--- config.mk ---
export PLATFORM = sky130hd
export DESIGN_NAME = jdp_port
export DESIGN_NICKNAME = d
export VERILOG_FILES = /design/src/rtl/jdp_pkg.sv /design/src/rtl/jdp_fifo.sv /design/src/rtl/jdp_port.sv
export SDC_FILE = /design/constraint.sdc
export NUM_CORES = 1
export LEC_CHECK = 0
export BUFFER_PORTS_ARGS = -buffer_cell sky130_fd_sc_hd__buf_2
export CAP_MARGIN = 25
export CORE_ASPECT_RATIO = 0.75
export CORE_MARGIN = 1
export CORE_UTILIZATION = 60
export DETAILED_ROUTE_END_ITERATION = 16
export GPL_TIMING_DRIVEN = 0
export HOLD_SLACK_MARGIN = 0.02
export MAX_ROUTING_LAYER = met4
export PLACE_DENSITY = 0.77
export SKIP_CTS_REPAIR_TIMING = 1
export SYNTH_ARGS = -nofsm -noshare
export SYNTH_HDL_FRONTEND = slang
export SYNTH_SLANG_ARGS = --single-unit
--- constraint.sdc ---
create_clock -name clk -period 5.7 [get_ports clk]
set_clock_uncertainty 0.2 [all_clocks]
set_input_delay 0.57 -clock clk [delete_from_list [all_inputs] [get_ports clk]]
set_output_delay 0.57 -clock clk [all_outputs]
set_load 0.005 [all_outputs]
--- src/rtl/jdp_pkg.sv ---
// Constants, state codes and helpers for the test and debug port pins
//
// Operation
// - The debugger supplies a gated test clock that paces the test logic and all serial shifting.
// - The test data input is taken as the serial stream on each rising test clock edge.
// - The mode select input is taken on each rising test clock edge to advance the TAP controller.
// - The test data output is driven only in the Shift-IR and Shift-DR states; the code still drives it in Exit1-IR/Exit1-DR until that state's falling edge.
// - In every other TAP state the test data output is released to high impedance; the code releases it in Exit1 only at the falling edge.
// - The test data output changes on the falling test clock edge so it is stable at the next rise.
// - A low test reset puts the TAP controller in reset regardless of test clock and mode select.
// - The debug event line is open-drain and active low; the device only ever pulls it low.
// - An outside controller pulling the debug event line low asks the device to enter debug mode.
// - The device pulls the debug event line low to acknowledge it is in debug mode.
// - Undriven, the test clock idles low while data in, mode select and debug event idle high.
package jdp_pkg;

    // ------------------------------------------------------------
    // Sizes and codes
    // ------------------------------------------------------------
    localparam int        JDP_IR_W       = 4;
    localparam int        JDP_DR_W       = 8;
    localparam int        JDP_FIFO_D     = 32;
    localparam logic [3:0] JDP_IR_BYPASS = 4'hF;
    localparam logic [3:0] JDP_IR_DATA   = 4'h4;
    localparam logic [3:0] JDP_IR_CAPT   = 4'h1;

    // ------------------------------------------------------------
    // Pin synchroniser layout and idle levels
    // ------------------------------------------------------------
    localparam int         JDP_PIN_TCK  = 0;
    localparam int         JDP_PIN_TMS  = 1;
    localparam int         JDP_PIN_TDI  = 2;
    localparam int         JDP_PIN_TRST = 3;
    localparam int         JDP_PIN_DE   = 4;
    localparam logic [4:0] JDP_PIN_IDLE = 5'h1E;

    // ------------------------------------------------------------
    // TAP controller states
    // ------------------------------------------------------------
    typedef enum logic [15:0] {
        JDP_TLR    = 16'h0001,
        JDP_RTI    = 16'h0002,
        JDP_SEL_DR = 16'h0004,
        JDP_CAP_DR = 16'h0008,
        JDP_SH_DR  = 16'h0010,
        JDP_EX1_DR = 16'h0020,
        JDP_PA_DR  = 16'h0040,
        JDP_EX2_DR = 16'h0080,
        JDP_UPD_DR = 16'h0100,
        JDP_SEL_IR = 16'h0200,
        JDP_CAP_IR = 16'h0400,
        JDP_SH_IR  = 16'h0800,
        JDP_EX1_IR = 16'h1000,
        JDP_PA_IR  = 16'h2000,
        JDP_EX2_IR = 16'h4000,
        JDP_UPD_IR = 16'h8000
    } jdp_tap_t;

    function automatic jdp_tap_t jdp_tap_next(input jdp_tap_t st, input logic m);
        unique case (st)
            JDP_TLR:    jdp_tap_next = m ? JDP_TLR    : JDP_RTI;
            JDP_RTI:    jdp_tap_next = m ? JDP_SEL_DR : JDP_RTI;
            JDP_SEL_DR: jdp_tap_next = m ? JDP_SEL_IR : JDP_CAP_DR;
            JDP_CAP_DR: jdp_tap_next = m ? JDP_EX1_DR : JDP_SH_DR;
            JDP_SH_DR:  jdp_tap_next = m ? JDP_EX1_DR : JDP_SH_DR;
            JDP_EX1_DR: jdp_tap_next = m ? JDP_UPD_DR : JDP_PA_DR;
            JDP_PA_DR:  jdp_tap_next = m ? JDP_EX2_DR : JDP_PA_DR;
            JDP_EX2_DR: jdp_tap_next = m ? JDP_UPD_DR : JDP_SH_DR;
            JDP_UPD_DR: jdp_tap_next = m ? JDP_SEL_DR : JDP_RTI;
            JDP_SEL_IR: jdp_tap_next = m ? JDP_TLR    : JDP_CAP_IR;
            JDP_CAP_IR: jdp_tap_next = m ? JDP_EX1_IR : JDP_SH_IR;
            JDP_SH_IR:  jdp_tap_next = m ? JDP_EX1_IR : JDP_SH_IR;
            JDP_EX1_IR: jdp_tap_next = m ? JDP_UPD_IR : JDP_PA_IR;
            JDP_PA_IR:  jdp_tap_next = m ? JDP_EX2_IR : JDP_PA_IR;
            JDP_EX2_IR: jdp_tap_next = m ? JDP_UPD_IR : JDP_SH_IR;
            JDP_UPD_IR: jdp_tap_next = m ? JDP_SEL_DR : JDP_RTI;
            default:    jdp_tap_next = JDP_TLR;
        endcase
    endfunction

endpackage

--- src/rtl/jdp_fifo.sv ---
// Word FIFO with a registered read stage
module jdp_fifo #(
    parameter int W = 8,
    parameter int D = 32
) (
    input  wire logic         clk,
    input  wire logic         sys_rst,
    input  wire logic         in_valid,
    output logic              in_ready,
    input  wire logic [W-1:0] in_data,
    output logic              out_valid,
    input  wire logic         out_ready,
    output logic [W-1:0]      out_data
);
    localparam int AW = $clog2(D);

    logic [W-1:0] mem [D];
    logic [AW-1:0] wp_r, wp_nxt, rp_r, rp_nxt;
    logic [AW:0]   cnt_r, cnt_nxt;
    logic          ov_r, ov_nxt;
    logic [W-1:0]  od_r, od_nxt;
    logic          push, pop;

    assign in_ready  = (cnt_r != (AW+1)'(D));
    assign out_valid = ov_r;
    assign out_data  = od_r;

    always_comb begin
        push    = in_valid && in_ready;
        pop     = (cnt_r != '0) && (!ov_r || out_ready);
        wp_nxt  = push ? ((wp_r == AW'(D-1)) ? '0 : wp_r + 1'b1) : wp_r;
        rp_nxt  = pop ? ((rp_r == AW'(D-1)) ? '0 : rp_r + 1'b1) : rp_r;
        cnt_nxt = cnt_r + (AW+1)'(push) - (AW+1)'(pop);
        ov_nxt  = pop ? 1'b1 : (out_ready ? 1'b0 : ov_r);
        od_nxt  = pop ? mem[rp_r] : od_r;
    end

    always_ff @(posedge clk) begin
        if (sys_rst) begin
            wp_r  <= '0;
            rp_r  <= '0;
            cnt_r <= '0;
            ov_r  <= 1'b0;
            od_r  <= '0;
        end else begin
            wp_r  <= wp_nxt;
            rp_r  <= rp_nxt;
            cnt_r <= cnt_nxt;
            ov_r  <= ov_nxt;
            od_r  <= od_nxt;
        end
    end

    always_ff @(posedge clk) begin
        if (push) begin
            mem[wp_r] <= in_data;
        end
    end

    property p_full_refuses;
        @(posedge clk) disable iff (sys_rst)
        (cnt_r == (AW+1)'(D) && !pop) |=> (cnt_r == (AW+1)'(D));
    endproperty
    a_full_refuses: assert property (p_full_refuses) else $error("fifo count moved while full");

    property p_out_hold;
        @(posedge clk) disable iff (sys_rst)
        (out_valid && !out_ready) |=> out_valid && $stable(out_data);
    endproperty
    a_out_hold: assert property (p_out_hold) else $error("fifo output dropped before taken");
endmodule

--- src/rtl/jdp_port.sv ---
// Test access port state machine, serial data path and debug event line
module jdp_port
    import jdp_pkg::*;
#(
    parameter int DW = JDP_DR_W,
    parameter int FD = JDP_FIFO_D
) (
    input  wire logic          clk,
    input  wire logic          sys_rst,
    input  wire logic          tck,
    input  wire logic          tms,
    input  wire logic          tdi,
    input  wire logic          trst_n,
    output logic               tdo_o,
    output logic               tdo_oe_n,
    input  wire logic          debug_event_n_i,
    output logic               debug_event_n_o,
    output logic               debug_event_n_oe_n,
    input  wire logic          dbg_entered,
    output logic               dbg_req,
    output logic               overflow,
    output logic               rx_valid,
    input  wire logic          rx_ready,
    output logic [DW-1:0]      rx_data
);
    // ------------------------------------------------------------
    // Pin synchronisers
    // ------------------------------------------------------------
    logic [4:0] s1_r, s2_r;
    logic       tck_d_r, de_d_r;

    always_ff @(posedge clk) begin
        if (sys_rst) begin
            s1_r    <= JDP_PIN_IDLE;
            s2_r    <= JDP_PIN_IDLE;
            tck_d_r <= 1'b0;
            de_d_r  <= 1'b1;
        end else begin
            s1_r    <= {debug_event_n_i, trst_n, tdi, tms, tck};
            s2_r    <= s1_r;
            tck_d_r <= s2_r[JDP_PIN_TCK];
            de_d_r  <= s2_r[JDP_PIN_DE];
        end
    end

    logic tck_rise, tck_fall, trst_ok, tms_s, tdi_s, de_s;
    assign tck_rise = s2_r[JDP_PIN_TCK] && !tck_d_r;
    assign tck_fall = !s2_r[JDP_PIN_TCK] && tck_d_r;
    assign trst_ok  = s2_r[JDP_PIN_TRST];
    assign tms_s    = s2_r[JDP_PIN_TMS];
    assign tdi_s    = s2_r[JDP_PIN_TDI];
    assign de_s     = s2_r[JDP_PIN_DE];

    // ------------------------------------------------------------
    // TAP controller and shift registers
    // ------------------------------------------------------------
    jdp_tap_t              st_r, st_nxt;
    logic [JDP_IR_W-1:0]   ir_sh_r, ir_sh_nxt, ir_r, ir_nxt;
    logic [DW-1:0]         dr_r, dr_nxt, pend_d_r, pend_d_nxt;
    logic                  bp_r, bp_nxt, pend_r, pend_nxt, ovf_r, ovf_nxt;
    logic                  tdo_r, tdo_nxt, oe_n_r, oe_n_nxt;
    logic                  fifo_ready, data_sel, shifting;

    assign data_sel = (ir_r == JDP_IR_DATA);
    assign shifting = (st_r == JDP_SH_IR) || (st_r == JDP_SH_DR);

    always_comb begin
        st_nxt     = st_r;
        ir_sh_nxt  = ir_sh_r;
        ir_nxt     = ir_r;
        dr_nxt     = dr_r;
        bp_nxt     = bp_r;
        pend_d_nxt = pend_d_r;
        ovf_nxt    = ovf_r;
        tdo_nxt    = tdo_r;
        oe_n_nxt   = oe_n_r;
        // A completed word waits here; the TAP cannot be stalled, so
        // a word that finds this slot still busy is lost and flagged.
        pend_nxt   = pend_r && !fifo_ready;
        if (!trst_ok) begin
            st_nxt   = JDP_TLR;
            ir_nxt   = JDP_IR_BYPASS;
            oe_n_nxt = 1'b1;
        end else if (tck_rise) begin
            st_nxt = jdp_tap_next(st_r, tms_s);
            unique case (st_r)
                JDP_TLR: begin
                    ir_nxt = JDP_IR_BYPASS;
                end
                JDP_CAP_IR: begin
                    ir_sh_nxt = JDP_IR_CAPT;
                end
                JDP_SH_IR: begin
                    ir_sh_nxt = {tdi_s, ir_sh_r[JDP_IR_W-1:1]};
                end
                JDP_UPD_IR: begin
                    ir_nxt = ir_sh_r;
                end
                JDP_CAP_DR: begin
                    if (data_sel) begin
                        // Capture reports status; reading it clears the overflow
                        dr_nxt  = DW'({dbg_entered, ovf_r, !fifo_ready});
                        ovf_nxt = 1'b0;
                    end else begin
                        bp_nxt = 1'b0;
                    end
                end
                JDP_SH_DR: begin
                    if (data_sel) begin
                        dr_nxt = {tdi_s, dr_r[DW-1:1]};
                    end else begin
                        bp_nxt = tdi_s;
                    end
                end
                JDP_UPD_DR: begin
                    if (data_sel) begin
                        if (pend_nxt) begin
                            ovf_nxt = 1'b1;
                        end else begin
                            pend_nxt   = 1'b1;
                            pend_d_nxt = dr_r;
                        end
                    end
                end
                default: begin
                end
            endcase
        end else if (tck_fall) begin
            oe_n_nxt = !shifting;
            if (st_r == JDP_SH_IR) begin
                tdo_nxt = ir_sh_r[0];
            end else if (st_r == JDP_SH_DR) begin
                tdo_nxt = data_sel ? dr_r[0] : bp_r;
            end
        end
    end

    always_ff @(posedge clk) begin
        if (sys_rst) begin
            st_r     <= JDP_TLR;
            ir_sh_r  <= '0;
            ir_r     <= JDP_IR_BYPASS;
            dr_r     <= '0;
            bp_r     <= 1'b0;
            pend_r   <= 1'b0;
            pend_d_r <= '0;
            ovf_r    <= 1'b0;
            tdo_r    <= 1'b0;
            oe_n_r   <= 1'b1;
        end else begin
            st_r     <= st_nxt;
            ir_sh_r  <= ir_sh_nxt;
            ir_r     <= ir_nxt;
            dr_r     <= dr_nxt;
            bp_r     <= bp_nxt;
            pend_r   <= pend_nxt;
            pend_d_r <= pend_d_nxt;
            ovf_r    <= ovf_nxt;
            tdo_r    <= tdo_nxt;
            oe_n_r   <= oe_n_nxt;
        end
    end

    assign tdo_o    = tdo_r;
    assign tdo_oe_n = oe_n_r;
    assign overflow = ovf_r;

    // ------------------------------------------------------------
    // Received words
    // ------------------------------------------------------------
    jdp_fifo #(
        .W (DW),
        .D (FD)
    ) u_fifo (
        .clk       (clk),
        .sys_rst   (sys_rst),
        .in_valid  (pend_r),
        .in_ready  (fifo_ready),
        .in_data   (pend_d_r),
        .out_valid (rx_valid),
        .out_ready (rx_ready),
        .out_data  (rx_data)
    );

    // ------------------------------------------------------------
    // Debug event line
    // ------------------------------------------------------------
    logic req_r, req_nxt, de_oe_n_r, de_oe_n_nxt;

    always_comb begin
        de_oe_n_nxt = !dbg_entered;
        // Our own pull-down reads back low, so only a fall seen while
        // released counts as a request.
        req_nxt = de_d_r && !de_s && de_oe_n_r && !dbg_entered;
    end

    always_ff @(posedge clk) begin
        if (sys_rst) begin
            req_r     <= 1'b0;
            de_oe_n_r <= 1'b1;
        end else begin
            req_r     <= req_nxt;
            de_oe_n_r <= de_oe_n_nxt;
        end
    end

    assign dbg_req            = req_r;
    assign debug_event_n_o    = 1'b0;
    assign debug_event_n_oe_n = de_oe_n_r;

    // ------------------------------------------------------------
    // Checks
    // ------------------------------------------------------------
    property p_tms_rise;
        @(posedge clk) disable iff (sys_rst)
        (trst_ok && !tck_rise) |=> $stable(st_r);
    endproperty
    a_tms_rise: assert property (p_tms_rise) else $error("tap moved without tck rise");

    property p_trst;
        @(posedge clk) disable iff (sys_rst)
        !trst_ok |=> (st_r == JDP_TLR) && oe_n_r;
    endproperty
    a_trst: assert property (p_trst) else $error("test reset ignored");

    property p_tdi_take;
        @(posedge clk) disable iff (sys_rst)
        (trst_ok && tck_rise && st_r == JDP_SH_DR && data_sel) |=> dr_r[DW-1] == $past(tdi_s);
    endproperty
    a_tdi_take: assert property (p_tdi_take) else $error("tdi not shifted in");

    property p_tdo_drive;
        @(posedge clk) disable iff (sys_rst)
        (trst_ok && tck_fall && shifting) |=> !tdo_oe_n;
    endproperty
    a_tdo_drive: assert property (p_tdo_drive) else $error("tdo not driven in shift");

    property p_tdo_hiz;
        @(posedge clk) disable iff (sys_rst)
        // Enable drops at the fall after leaving shift, so Exit1 may still drive
        !tdo_oe_n |-> (shifting || st_r == JDP_EX1_IR || st_r == JDP_EX1_DR);
    endproperty
    a_tdo_hiz: assert property (p_tdo_hiz) else $error("tdo driven outside shift");

    property p_tdo_fall;
        @(posedge clk) disable iff (sys_rst)
        (!tck_fall && trst_ok) |=> $stable(tdo_o);
    endproperty
    a_tdo_fall: assert property (p_tdo_fall) else $error("tdo changed off falling edge");

    property p_ack;
        @(posedge clk) disable iff (sys_rst)
        dbg_entered |=> !debug_event_n_oe_n && !debug_event_n_o;
    endproperty
    a_ack: assert property (p_ack) else $error("debug mode not acknowledged");

    property p_release;
        @(posedge clk) disable iff (sys_rst)
        !dbg_entered |=> debug_event_n_oe_n;
    endproperty
    a_release: assert property (p_release) else $error("event line held low");

    property p_req;
        @(posedge clk) disable iff (sys_rst)
        (de_d_r && !de_s && de_oe_n_r && !dbg_entered) |=> dbg_req ##1 !dbg_req;
    endproperty
    a_req: assert property (p_req) else $error("debug request missed");

    property p_req_sync;
        @(posedge clk) disable iff (sys_rst)
        dbg_req |-> $past(de_d_r) && !$past(de_s);
    endproperty
    a_req_sync: assert property (p_req_sync) else $error("request from unsynced line");

    property p_shift_paced;
        @(posedge clk) disable iff (sys_rst)
        (trst_ok && !tck_rise) |=> $stable(dr_r) && $stable(ir_sh_r);
    endproperty
    a_shift_paced: assert property (p_shift_paced) else $error("shift off test clock");

    c_shift_dr:  cover property (@(posedge clk) st_r == JDP_SH_DR && !tdo_oe_n);
    c_word_push: cover property (@(posedge clk) pend_r && fifo_ready);
    c_overflow:  cover property (@(posedge clk) $rose(ovf_r));
    c_debug_req: cover property (@(posedge clk) dbg_req);
endmodule

==> metrics.txt <==
Ant. Diodes 0; Period minus WS final approximately 3900 ps; Tcrit/Tclk final 0.685; Leak 0.00517 µW; fmax 0.256 GHz; die area 23400 µm²; Max-cap violations 0; Post-synth EDFFs 256; most frequent cell after synthesis edfxtp_1; Commonest cells post-synth edfxtp_1, nor2_1, dfxtp_1; Initial DRC Count 1013; Setup crit start kind flip-flop; CTS H-tree lvls 1; CTS clock-pin slew for the worst setup and hold paths 70 ps; Layout Cells excl Fill 1284; FILL cells roughly 1500; DRT Wirelength between 20 and 30 mm; I/O Buffers 22; synth unique cells 55; worst vdd ir 0.000308 V; Final TNS setup 0 ps; Slew @ Worst Pin 941 ps; Yosys warnings 0; GR Util All Layers 0.264; vias in the first global route around 7900; clock root buffer clkbuf_16; Total Nets Final 993; Fin. Hold Viols 0; CTS tree done; Via density 6.23; Crit. End Element flip-flop; worst-skew pair later-pin latency ~550 ps; Synth Net Count 921; DRC 0; Final Setup Violations 0; Num CTS Buffers 30; Seq/Total Area, Yosys 0.685; first-pass GRT wire length 44.6 mm; HP Class primary input to flip-flop; mapped cell area 13700 µm²; FFs w/ async S/R, synth 0; Placer Congestion 0.901; Detail Placement HPWL 19.4 mm; initial antenna violation count 0; crit path DAT 4150 ps; Critical Setup Path Class flip-flop to flip-flop; Placed Instances 1221; PwrDens roughly 380 nW/µm²; largest net degree at the start of global routing 34; grt ovf 0; Top FF cell, synth edfxtp_1; largest cells by area after synthesis edfxtp_1, dfxtp_1, mux4_2, nor2_1, mux2i_1; top cell type's share of synthesized area 0.562; relative slew slack 0.364; Worst EP required 5940 ps; area leader, netlist edfxtp_1; worst-case clock buffer depth 3; total power a little under 6000 µW; io pins 24; syn_area_per_cell 15.3 µm²; Area Growth Syn to Fin 12.6%; Mapped Cells 895; Die Wd 176 µm; core area 22200 µm²; crit-path max FO 10; WL per Instance 22.7 µm; Die H between 100 and 150 µm; fin. max-slew vios 0; Final ANT Viol Nets 0; RSZ-0062 raised after global routing no; initial core utilization 0.615; via count roughly 8000; 1st-pass router iterations 5; FP Rows 47; layout cells sized above 1 0.178; Yosys reg bits between 300 and 400; CTS sink cnt 340; outcome finished, final reports clean
## registers in the layout, indices dropped and copies added (netlist names), 4 cells and up
signal           cells
u_fifo.wp_r          5
u_fifo.out_data      8
ir_r                 4
s2_r                 5
u_fifo.rp_r          5
ir_sh_r              4
pend_d_r             8
u_fifo.mem         256
st_r                16
s1_r                 5
dr_r                 8
u_fifo.cnt_r         6
## report_power, final
group          total [µW]  switching (µW)  internal [µW]  leakage, µW
clock                2040             846           1190     0.000499
sequential           2720            36.6           2690      0.00306
combinational        1090             579            511      0.00161
## worst max-delay path: stages, from the launching register on
cell and delay [ps]:
dfxtp_1 300, inv_1 100, ha_1 140, nor4bb_1 350, nand2b_1 270, clkbuf_1 290, inv_1 110, clkbuf_1 320
ha_1 400, inv_1 40, ha_1 210, a21o_1 180, a21oi_1 240, o21bai_1 90, a21oi_1 180, mux2_2 350
## through the flow
stage | setup WS, ps | cell area (µm²) | util | hold slack (ps)
after floorplan | 2570 | 13700 | - | 189
after global placement | 1910 | 14200 | 0.637 | 193
after detailed placement | 1820 | 14300 | 0.642 | 195
after CTS | 1800 | 15300 | 0.687 | -9.73
after global routing | 1580 | 15400 | 0.693 | 21.0
final | 1790 | 15400 | 0.693 | 28.3
## cells in the final DEF (no fill, tap or decap), types with 12 or more instances in the layout
master     Yosys  layout
dfxtp_1       84      84
nor3_1        39      38
clkbuf_16      0      32
nand2_1       33      33
ha_1          16      16
edfxtp_1     256     256
clkbuf_1      40      46
nand2b_1      12      12
mux2i_1       27      27
a21oi_1       32      32
inv_1         14      14
buf_2          3      31
a22oi_1       13      13
mux4_2        64      64
or2_2         12      12
o22ai_1       27      27
nor2_1        89      89
nand3_1       14      14
o21ai_0       16      16
## cell type report
| cell class | instances | area (µm²) | share of cell area |
|---|---|---|---|
| flip-flops and latches | 340 | 9370 | 0.609 |
| multi-input cells | 488 | 4040 | 0.262 |
| clock buffers | 45 | 911 | 0.0592 |
| well taps | 294 | 368 | 0.0239 |
| repair buffers | 40 | 338 | 0.0219 |
| plain buffers | 52 | 219 | 0.0142 |
| clock inverters | 10 | 98.8 | 0.00642 |
| inverters | 15 | 56.3 | 0.00366 |
## logic make-up (layout without fill, tap and decap cells)
group	count (synthesis)	count (layout)	synth area share
fa+ha+maj	17	17	0.0161
other cells	1	1	0.000274
compound gates	101	101	0.0443
xor+xnor	10	10	0.00641
mux	96	96	0.129
simple gates	263	263	0.0984
flops	340	340	0.685
buf+inv	67	162	0.0201
## metal layers
layer | share of wire | vias up | global-route usage
met1 | 0.43 | 3986 | 0.383
met2 | 0.46 | 349 | 0.386
met4 | 0.019 | 0 | 0.0609
met3 | 0.088 | 46 | 0.0560
met5 | 0 | - | -
li1 | - | 3615 | -
## worst paths after layout
kind	start	to	slack (ps)	cells after the start
worst max register to register	u_fifo.cnt_r[4]$_SDFF_PP0_	u_fifo.cnt_r[5]$_SDFF_PP0_	1790	15
worst min-delay path	dbg_entered	dbg_req$_SDFF_PP0_	30	2
worst min register to register	s1_r[2]$_SDFF_PP1_	s2_r[2]$_SDFF_PP1_	210	1
worst max-delay path	u_fifo.cnt_r[4]$_SDFF_PP0_	u_fifo.cnt_r[5]$_SDFF_PP0_	1790	15
(Power assumes the default switching activity.)
